$ cat src/design/tsr_pkg.sv
package tsr_pkg;

    // -----------------------------------------------------------------
    // architecture register addressing
    // -----------------------------------------------------------------
    localparam logic [3:0] TYPE_STACK_PTR   = 4'h6;
    localparam logic [3:0] TYPE_THREAD_ST   = 4'h7;
    localparam logic [3:0] REGNUM_ZERO      = 4'h0;
    localparam logic [4:0] SUB_CUR_SP       = 5'h00;
    localparam logic [4:0] SUB_LIMIT        = 5'h08;
    localparam logic [4:0] SUB_ST_WORD0     = 5'h00;
    localparam logic [4:0] SUB_ST_WORD1     = 5'h04;
    localparam logic [4:0] SUB_ST_WORD2     = 5'h08;
    localparam logic [4:0] SUB_ST_WORD3     = 5'h0C;
    localparam logic [1:0] SUB_DW_HI_POS    = 2'h2;

    // -----------------------------------------------------------------
    // field layout and widths
    // -----------------------------------------------------------------
    localparam int         ADDR_W           = 48;
    localparam int         ST_WORDS         = 4;
    localparam logic [63:0] RESET_ZERO64    = 64'h0000_0000_0000_0000;
    localparam logic [31:0] RESET_ZERO32    = 32'h0000_0000;
    localparam logic [15:0] RSVD_MBZ        = 16'h0000;
    localparam logic [47:0] ONE48           = 48'h0000_0000_0001;

    // access sizes
    localparam logic [1:0] SIZE_DWORD       = 2'h0;
    localparam logic [1:0] SIZE_QWORD       = 2'h1;
    localparam logic [1:0] SIZE_BYTE        = 2'h2;

endpackage

$ cat src/design/tsr_regs.sv
`timescale 1ns/1ps

module tsr_regs
(
    // clock and reset
    input  wire logic        mclk,
    input  wire logic        reset,
    // thread load from the dispatcher
    input  wire logic        load_valid,
    input  wire logic [47:0] load_scratch_ptr,
    input  wire logic [47:0] load_scratch_size,
    input  wire logic [47:0] load_stack_limit,
    input  wire logic [127:0] load_state,
    input  wire logic        load_flat,
    // instruction register access
    input  wire logic        acc_valid,
    input  wire logic        acc_write,
    input  wire logic [7:0]  acc_regnum,
    input  wire logic [4:0]  acc_subreg,
    input  wire logic [1:0]  acc_size,
    input  wire logic [63:0] acc_wdata,
    input  wire logic        acc_switch,
    input  wire logic        acc_flat,
    output logic      [63:0] acc_rdata,
    output logic             acc_rvalid,
    output logic             acc_error,
    // stack store message
    input  wire logic        stk_store,
    output logic      [47:0] msg_sp,
    output logic             msg_sp_valid,
    output logic             msg_sp_flat,
    // exception
    output logic             sp_exception
);

    logic [47:0]  cur_sp_r;
    logic [47:0]  limit_r;
    logic [47:0]  base_r;
    logic         flat_r;
    logic [31:0]  st_r [tsr_pkg::ST_WORDS];

    // -----------------------------------------------------------------
    // decode
    // -----------------------------------------------------------------
    logic         is_sp;
    logic         is_st;
    logic         sel_cur;
    logic         sel_lim;
    logic         sel_st;
    logic         hi_dw;
    logic [1:0]   st_idx;
    logic [1:0]   st_byte;

    assign is_sp   = acc_regnum == {tsr_pkg::TYPE_STACK_PTR,
                                    tsr_pkg::REGNUM_ZERO};
    assign is_st   = acc_regnum == {tsr_pkg::TYPE_THREAD_ST,
                                    tsr_pkg::REGNUM_ZERO};
    assign hi_dw   = acc_size == tsr_pkg::SIZE_DWORD
                     && acc_subreg[1:0] == 2'h0
                     && acc_subreg[2];
    // dword aliases inside a qword: 0/4 -> pointer, 8/12 -> limit
    assign sel_cur = is_sp && ((acc_subreg == tsr_pkg::SUB_CUR_SP)
                     || (acc_size == tsr_pkg::SIZE_DWORD
                         && acc_subreg == tsr_pkg::SUB_ST_WORD1));
    assign sel_lim = is_sp && ((acc_subreg == tsr_pkg::SUB_LIMIT)
                     || (acc_size == tsr_pkg::SIZE_DWORD
                         && acc_subreg == tsr_pkg::SUB_ST_WORD3));
    assign st_idx  = acc_subreg[3:2];
    assign st_byte = acc_subreg[1:0];
    assign sel_st  = is_st && !acc_subreg[4]
                     && (acc_size == tsr_pkg::SIZE_BYTE
                         || (acc_size == tsr_pkg::SIZE_DWORD
                             && st_byte == 2'h0));

    logic         sp_size_ok;
    logic         acc_ok;
    assign sp_size_ok = acc_size == tsr_pkg::SIZE_DWORD
                        || acc_size == tsr_pkg::SIZE_QWORD;
    // a pointer write without the switch option is refused
    assign acc_ok = ((sel_cur || sel_lim) && sp_size_ok
                     && !(acc_write && sel_cur && !acc_switch))
                    || sel_st;

    // -----------------------------------------------------------------
    // merged write values
    // -----------------------------------------------------------------
    function automatic logic [47:0] merge48(input logic [47:0] old,
                                            input logic [63:0] wd,
                                            input logic [1:0]  sz,
                                            input logic        hi);
        logic [47:0] r;
        r = old;
        if (sz == tsr_pkg::SIZE_QWORD)
            r = wd[47:0];
        else if (hi)
            r[47:32] = wd[15:0];
        else
            r[31:0] = wd[31:0];
        return r;
    endfunction

    logic [47:0] sp_nxt;
    logic [47:0] lim_nxt;
    assign sp_nxt  = merge48(cur_sp_r, acc_wdata, acc_size, hi_dw);
    assign lim_nxt = merge48(limit_r, acc_wdata, acc_size, hi_dw);

    // -----------------------------------------------------------------
    // stack pointer and limit
    // -----------------------------------------------------------------
    always_ff @(posedge mclk)
    begin
        if (reset)
        begin
            cur_sp_r <= tsr_pkg::RESET_ZERO64[47:0];
            flat_r   <= 1'b0;
            base_r   <= tsr_pkg::RESET_ZERO64[47:0];
        end
        else if (load_valid)
        begin
            cur_sp_r <= load_scratch_ptr + load_scratch_size
                        - tsr_pkg::ONE48;
            flat_r   <= load_flat;
            base_r   <= load_scratch_ptr;
        end
        else if (acc_valid && acc_write && acc_ok && sel_cur)
        begin
            cur_sp_r <= sp_nxt;
            flat_r   <= acc_flat;
        end
    end

    always_ff @(posedge mclk)
    begin
        if (reset)
            limit_r <= tsr_pkg::RESET_ZERO64[47:0];
        else if (load_valid)
            limit_r <= load_scratch_ptr + load_stack_limit;
        else if (acc_valid && acc_write && acc_ok && sel_lim)
            limit_r <= lim_nxt;   // taken as given, no correction
    end

    // -----------------------------------------------------------------
    // thread state words, byte granular
    // -----------------------------------------------------------------
    genvar gw;
    generate
        for (gw = 0; gw < tsr_pkg::ST_WORDS; gw++)
        begin : g_st
            always_ff @(posedge mclk)
            begin
                if (reset)
                    st_r[gw] <= tsr_pkg::RESET_ZERO32;
                else if (load_valid)
                    st_r[gw] <= load_state[gw*32 +: 32];
                else if (acc_valid && acc_write && sel_st
                         && st_idx == 2'(gw))
                begin
                    if (acc_size == tsr_pkg::SIZE_BYTE)
                        st_r[gw][st_byte*8 +: 8] <= acc_wdata[7:0];
                    else
                        st_r[gw] <= acc_wdata[31:0];
                end
            end
        end
    endgenerate

    // -----------------------------------------------------------------
    // read path, reserved bits as zero
    // -----------------------------------------------------------------
    logic [47:0] rd48;
    logic [63:0] rd_nxt;
    always_comb
    begin
        rd48   = sel_lim ? limit_r : cur_sp_r;
        rd_nxt = tsr_pkg::RESET_ZERO64;
        if (sel_st)
        begin
            if (acc_size == tsr_pkg::SIZE_BYTE)
                rd_nxt[7:0] = st_r[st_idx][st_byte*8 +: 8];
            else
                rd_nxt[31:0] = st_r[st_idx];
        end
        else if (acc_size == tsr_pkg::SIZE_QWORD)
            rd_nxt = {tsr_pkg::RSVD_MBZ, rd48};
        else if (hi_dw)
            rd_nxt[31:0] = {tsr_pkg::RSVD_MBZ, rd48[47:32]};
        else
            rd_nxt[31:0] = rd48[31:0];
    end

    always_ff @(posedge mclk)
    begin
        if (reset)
        begin
            acc_rdata  <= tsr_pkg::RESET_ZERO64;
            acc_rvalid <= 1'b0;
            acc_error  <= 1'b0;
        end
        else
        begin
            acc_rdata  <= (acc_valid && !acc_write && acc_ok)
                          ? rd_nxt : tsr_pkg::RESET_ZERO64;
            acc_rvalid <= acc_valid && !acc_write && acc_ok;
            acc_error  <= acc_valid && !acc_ok;
        end
    end

    // -----------------------------------------------------------------
    // message header insertion
    // -----------------------------------------------------------------
    always_ff @(posedge mclk)
    begin
        if (reset)
        begin
            msg_sp       <= tsr_pkg::RESET_ZERO64[47:0];
            msg_sp_valid <= 1'b0;
            msg_sp_flat  <= 1'b0;
        end
        else
        begin
            msg_sp       <= stk_store ? cur_sp_r
                                      : tsr_pkg::RESET_ZERO64[47:0];
            msg_sp_valid <= stk_store;
            msg_sp_flat  <= stk_store && flat_r;
        end
    end

    // -----------------------------------------------------------------
    // exception: level, held while pointer is out of range
    // -----------------------------------------------------------------
    // flat stacks have no known allocation, so only the limit is checked
    always_ff @(posedge mclk)
    begin
        if (reset)
            sp_exception <= 1'b0;
        else
            sp_exception <= (cur_sp_r > limit_r)
                            || (!flat_r && cur_sp_r < base_r);
    end

    // -----------------------------------------------------------------
    // checks
    // -----------------------------------------------------------------
    AST_LOAD_SP: assert property (@(posedge mclk) disable iff (reset)
        load_valid |=> cur_sp_r == $past(load_scratch_ptr)
            + $past(load_scratch_size) - tsr_pkg::ONE48)
        else $error("stack pointer not loaded as top of scratch");
    AST_LOAD_LIM: assert property (@(posedge mclk) disable iff (reset)
        load_valid |=> limit_r == $past(load_scratch_ptr)
            + $past(load_stack_limit))
        else $error("stack limit not loaded");
    AST_MSG_SP: assert property (@(posedge mclk) disable iff (reset)
        stk_store |=> msg_sp_valid && msg_sp == $past(cur_sp_r))
        else $error("header stack pointer wrong");
    AST_EXC: assert property (@(posedge mclk) disable iff (reset)
        (cur_sp_r > limit_r) |=> sp_exception)
        else $error("missing stack exception");
    AST_NOSWITCH: assert property (@(posedge mclk) disable iff (reset)
        (acc_valid && acc_write && is_sp && !acc_switch && !load_valid
         && acc_subreg == tsr_pkg::SUB_CUR_SP)
        |=> cur_sp_r == $past(cur_sp_r) && acc_error)
        else $error("write without switch accepted");
    AST_RSVD: assert property (@(posedge mclk) disable iff (reset)
        acc_rvalid && $past(acc_size) == tsr_pkg::SIZE_QWORD
        |-> acc_rdata[63:48] == tsr_pkg::RSVD_MBZ)
        else $error("reserved bits not zero");
    AST_QW_WR: assert property (@(posedge mclk) disable iff (reset)
        (acc_valid && acc_write && acc_ok && sel_lim && !load_valid
         && acc_size == tsr_pkg::SIZE_QWORD)
        |=> limit_r == $past(acc_wdata[47:0]))
        else $error("qword limit write lost");
    AST_BAD_SUB: assert property (@(posedge mclk) disable iff (reset)
        (acc_valid && is_sp && acc_subreg[4]) |=> acc_error)
        else $error("reserved subregister accepted");
    AST_ST_BYTE: assert property (@(posedge mclk) disable iff (reset)
        (acc_valid && acc_write && is_st && !load_valid && !acc_subreg[4]
         && acc_size == tsr_pkg::SIZE_BYTE)
        |=> st_r[$past(st_idx)][$past(st_byte)*8 +: 8]
            == $past(acc_wdata[7:0]))
        else $error("state byte write lost");
    AST_TYPE: assert property (@(posedge mclk) disable iff (reset)
        (acc_valid && !is_sp && !is_st) |=> acc_error)
        else $error("foreign register type accepted");

endmodule

$ cat config.mk
export PLATFORM = sky130hd
export DESIGN_NAME = tsr_regs
export DESIGN_NICKNAME = d
export VERILOG_FILES = /design/src/design/tsr_pkg.sv /design/src/design/tsr_regs.sv
export SDC_FILE = /design/constraint.sdc
export NUM_CORES = 1
export LEC_CHECK = 0
export ABC_AREA = 1
export BUFFER_PORTS_ARGS = -buffer_cell sky130_fd_sc_hd__buf_2
export CORE_MARGIN = 3
export CORE_UTILIZATION = 30
export CTS_BUF_LIST = sky130_fd_sc_hd__clkbuf_8
export DETAILED_ROUTE_END_ITERATION = 16
export PLACE_DENSITY = 0.53
export SLEW_MARGIN = 20
export SYNTH_ARGS = -nofsm -noshare
export SYNTH_HDL_FRONTEND = slang
export SYNTH_SLANG_ARGS = --single-unit
$ cat constraint.sdc
create_clock -name mclk -period 5.9 [get_ports mclk]
set_clock_uncertainty 0.15 [all_clocks]
set_input_delay 0.59 -clock mclk [delete_from_list [all_inputs] [get_ports mclk]]
set_output_delay 0.59 -clock mclk [all_outputs]
set_load 0.1 [all_outputs]
### Word level (Yosys, flattened, before mapping)

Memory sizes are Yosys's and may differ from the RTL's.
Index checks and enable logic that the tools add are counted.

| word-level totals | value |
|---|---|
| latch bits | 0 |
| memory bits (read-only) | 0 |
| bits in writable memories | 128 |
| memories | 1 |
| logic and storage cells | 667 |
| register bits | 262 |

| operators by class | value |
|---|---|
| add/sub/neg operators | 4 |
| bitwise gates (word level) | 263 |
| multiply operators | 0 |
| reduce and logical (&&, ||, !) cells | 54 |
| equal/unequal tests | 11 |
| div/mod/pow operators | 0 |
| muxes and demuxes | 314 |
| shift operators | 3 |
| $lt $le $gt $ge | 2 |

Memory list:

| name | depth | width | rd ports | clocked after memory_dff | write ports | line | source |
|---|---|---|---|---|---|---|---|
| st_r | 4 | 32 | 1 | 0 | 4 | tsr_regs.sv:40 | `logic [31:0] st_r [tsr_pkg::ST_WORDS];` |

Operators with widths:

| operator | count |
|---|---|
| 32-bit 2-to-1 mux | 12 |
| 1-bit 2-to-1 mux | 293 |
| 48-bit 2-to-1 mux | 6 |
| 1-bit OR | 260 |
| 48-bit adder | 2 |
| 48-bit > comparator | 1 |
| 48-bit < comparator | 1 |
| 48-bit by 1-bit subtractor with 48-bit output (second input constant) | 1 |
| 5-bit negation with 34-bit output | 1 |
| 8-bit by 34-bit variable shift with 32-bit output (first input constant) | 1 |
| 8-bit by 34-bit indexed part select with 32-bit output | 1 |
| 32-bit by 6-bit indexed part select with 8-bit output | 1 |
| 1-bit logical AND | 26 |
| 24-bit 2-to-1 mux | 1 |
| 8-bit by 7-bit == test with 1-bit output (second input constant) | 2 |
| 16-bit 2-to-1 mux | 1 |
| 5-bit by 4-bit == test with 1-bit output (second input constant) | 2 |
| 8-bit 2-to-1 mux | 1 |
| 2-bit AND reduction | 4 |
| 1-bit logical OR | 7 |
| 2-bit == test (second input constant) | 3 |
| 1-bit logical NOT | 6 |
| 2-bit logical NOT | 3 |
| 5-bit by 3-bit == test with 1-bit output (second input constant) | 1 |
| other kinds (9) | 14 |

### Depth between registers and ports, before layout

| depth | value |
|---|---|
| depth in word-level cells | 13 |
| gate-level depth with buffers | 19 |

### Worst setup path after synthesis

No wires, ideal clock.

| timing path | value |
|---|---|
| kind | input -> register |
| start point | in acc_subreg[0] |
| end point | mem st_r[1][0], enable pin |
| arrival time | 2720 ps |
| stages on the path | 12 |
| path buffers | 2 |
| path slack | 2701 ps |
| cell sequence | clkinv_1 -> clkbuf_1 -> ha_1 -> nand2_1 -> a21oi_1 -> nand2_2 -> inv_2 -> nand2_4 -> nor3_4 -> nand3_1 -> clkbuf_1 -> nand2_1 |

RTL lines:

| element | line | source |
|---|---|---|
| start: declaration | tsr_regs.sv:19 | `input wire logic [4:0] acc_subreg,` |
| end: declaration | tsr_regs.sv:40 |  |

==> metrics.yaml <==
outcome:
  run_status: "finished, final reports clean"
clock_tree:
  cts_tree: "built"
  cts_sinks: 374
  numCtsBuffers: 73
  clkLatencyLatePin_ps: 690
  path_clk_slew_ps: 60
  cts_max_level: 3
  cts-root-buf: "clkbuf_8"
  clockBufferDepth: 3
synth:
  synth-seq-cells: 374
  yosysUniqueCellTypes: 47
  synth_top_cell_by_area: "nand2_1"
  syn_area_um2: 29800
  netlist_instances: 4832
  synthArstFlopShare: 0
  postSynthAreaPerCell_um2: 6.16
  synth_edf_count: 128
  synth_most_common_cell: "nand2_1"
  ys_top_cells_by_count: "nand2_1 (1500), inv_1 (838), nor2_1 (532)"
  synth_top_area_frac: 0.189
  seq_area_frac_synth: 0.295
  synth_warnings: 0
  synth_area_leaders: "nand2_1 (19%), dfxtp_1 (17%), edfxtp_1 (13%)"
  synth_ff_type: "dfxtp_1"
detailed_routing:
  wl_per_cell_um: 21.8
  drt_first_iter_violations: 3229
  dr.pass1.iters: 6
  postRouteWirelength_mm: 144
  route.detailed.drc: 0
  drtAntennaViolNets: 0
  num_vias: 32864
  via_per_inst: 5.00
pwr:
  power_density_nw_per_um2: 240
  ir_worst_vdd_mv: 0.123
  p_total_uw: 8340
  power.leakage_uw: 0.0189
timing:
  worst_pin_slew_ps: 1090
  max_freq_mhz: 267
  relSlewSlack: 0.269
  worst_slack_ps: 2150
  hold_viol_final: 0
  rsz0062_at_grt: "false"
  slew_viol_final: 0
  setup_viol: 0
  fin_crit_sh: 0.636
  fin_crit_ps: 3750
  tns_ps: 0
critical_path:
  rr_worst_depth: 10
  cp-start-kind: "input port"
  end_kind: "flop"
  r2r-start: "cur_sp_r[47]$_SDFFE_PP0P_"
  crit_type: "input port to flop"
  r2r_end: "sp_exception$_SDFF_PP0_"
  r2r_slack_ps: 3180
  crit_required_ps: 6060
  arrival_ps: 3910
  crit_path_start: "acc_subreg[1]"
  crit_fanout: 17
finish:
  post_route_cells_drive_above_1_share: 0.120
  area_delta_synth_final_pct: 16.9
  fin_nets: 5837
  fillCellCount: 11117
floorplanning:
  ios: 477
  num_rows: 114
  coreArea_um2: 97600
  die_w_um: 321
  die_area_um2: 103000
  die_h_um: 321
  initial_core_util: 0.305
grt:
  grt_max_degree: 77
  gr-total-overflow: 0
  grt_pass1_vias: 30890
  grt_usage: 0.268
  grt_pass1_wl_mm: 203
  grt_antenna_before_repair: 16
worst_hold_path:
  holdCritPathClass: "input port to flop"
  hold_start: "load_scratch_ptr[11]"
  worst_hold_path.endpoint: "base_r[11]$_SDFFE_PP0P_"
  holdPathStages: 3
place:
  portBuffers: 444
  dp.final_hpwl_mm: 118
  pre_cts_ws_ps: 1530
  gp_congestion: 1.01
flow_run:
  maxCapViolations: 0
## routing by layer
layer  vias up  global-route usage  part of all wire
met5         -                   0           0.00028
met1     15219               0.359              0.43
met4         6               0.106             0.041
li1      16056                   -                 -
met2      1386               0.441              0.45
met3       197              0.0314             0.074
## sequential cells by signal, indices dropped and copies added, names as in the netlist
register / count
base_r: 48
acc_rdata: 48
limit_r: 48
sp_exception: 1
msg_sp_flat: 1
cur_sp_r: 48
msg_sp: 48
acc_error: 1
msg_sp_valid: 1
acc_rvalid: 1
flat_r: 1
st_r: 128
## kinds of logic after synthesis
group           after synthesis  share of synthesized area
fa+ha+maj                   242                      0.102
simple gates               2428                      0.331
buf+inv                    1016                      0.131
other cells                   1                   0.000126
flops                       374                      0.295
xor+xnor                      6                    0.00177
compound gates              765                      0.139
## how the worst max path moves through the flow
stage                                      end  slack [ps]  cells past startpoint
final                     st_r[0][4]$_DFFE_PP_        2150                     11
after global routing      st_r[0][7]$_DFFE_PP_        1890                     11
after CTS                 st_r[0][7]$_DFFE_PP_        2240                     11
after detailed placement  st_r[0][2]$_DFFE_PP_        1530                     11
after global placement    st_r[0][2]$_DFFE_PP_        1580                     11
after floorplan           st_r[1][0]$_DFFE_PP_        2700                     12
## placed cells by master, fill, tap and decap left out, drive strengths merged, types with 2 or more instances in the layout
| cell type | n |
|---|---|
| a21o | 3 |
| a21oi | 264 |
| a22oi | 34 |
| a31oi | 12 |
| a41oi | 3 |
| and2 | 4 |
| and3 | 2 |
| buf | 479 |
| bufinv | 6 |
| clkbuf | 83 |
| clkinv | 12 |
| clkinvlp | 3 |
| conb | 16 |
| dfxtp | 246 |
| diode | 6 |
| dlygate4sd3 | 3 |
| edfxtp | 128 |
| fa | 2 |
| ha | 240 |
| inv | 879 |
| nand2 | 1506 |
| nand3 | 248 |
| nand3b | 46 |
| nand4 | 25 |
| nor2 | 538 |
| nor3 | 30 |
| nor3b | 2 |
| nor4 | 4 |
| o211ai | 19 |
| o21a | 5 |
| o21ai | 354 |
| o21bai | 17 |
| o22ai | 48 |
| o31ai | 2 |
| or2 | 23 |
| xnor2 | 4 |
| xor2 | 2 |
## worst max-delay path: stages
cell and delay (ps):
buf_2 210, inv_1 200, ha_1 610, nand2_1 150, a21oi_1 190, nand2_2 140
inv_2 210, nand2_4 110, nor2_2 320, nand3_1 570, nand2_1 580
## where the power goes
part	internal [µW]	switching, µW
sequential	2840	96.4
clock	1560	1270
combinational	762	1810
total	5160	3180
## what timing repair did
action / in CTS / in global routing
setup buffers: 0 / 0
hold buffers: 3 / 0
hold endpoints to repair: 3 / 0
setup endpoints to repair: 0 / 0
resized for setup: 0 / 0
## cell type report
type	count	area [µm²]	share of cell area
flip-flops and latches	374	8770	0.252
diodes	6	15.0	0.000432
clock inverters	53	390	0.0112
multi-input cells	3457	17200	0.494
repair buffers	482	2520	0.0724
clock buffers	83	1140	0.0328
inverters	847	3180	0.0914
well taps	1276	1600	0.0459
## per-stage QoR
stage,cells,util,hold slack [ps],instance area (µm²)
global route,6574,0.356,34.0,34800
detailed placement,6433,0.340,321,33200
finish,6578,0.357,54.5,34800
global placement,6433,0.340,316,33200
CTS,6572,0.356,0.712,34800
floorplan,4847,-,277,29800
No activity file was read; power rests on OpenSTA's default activity.
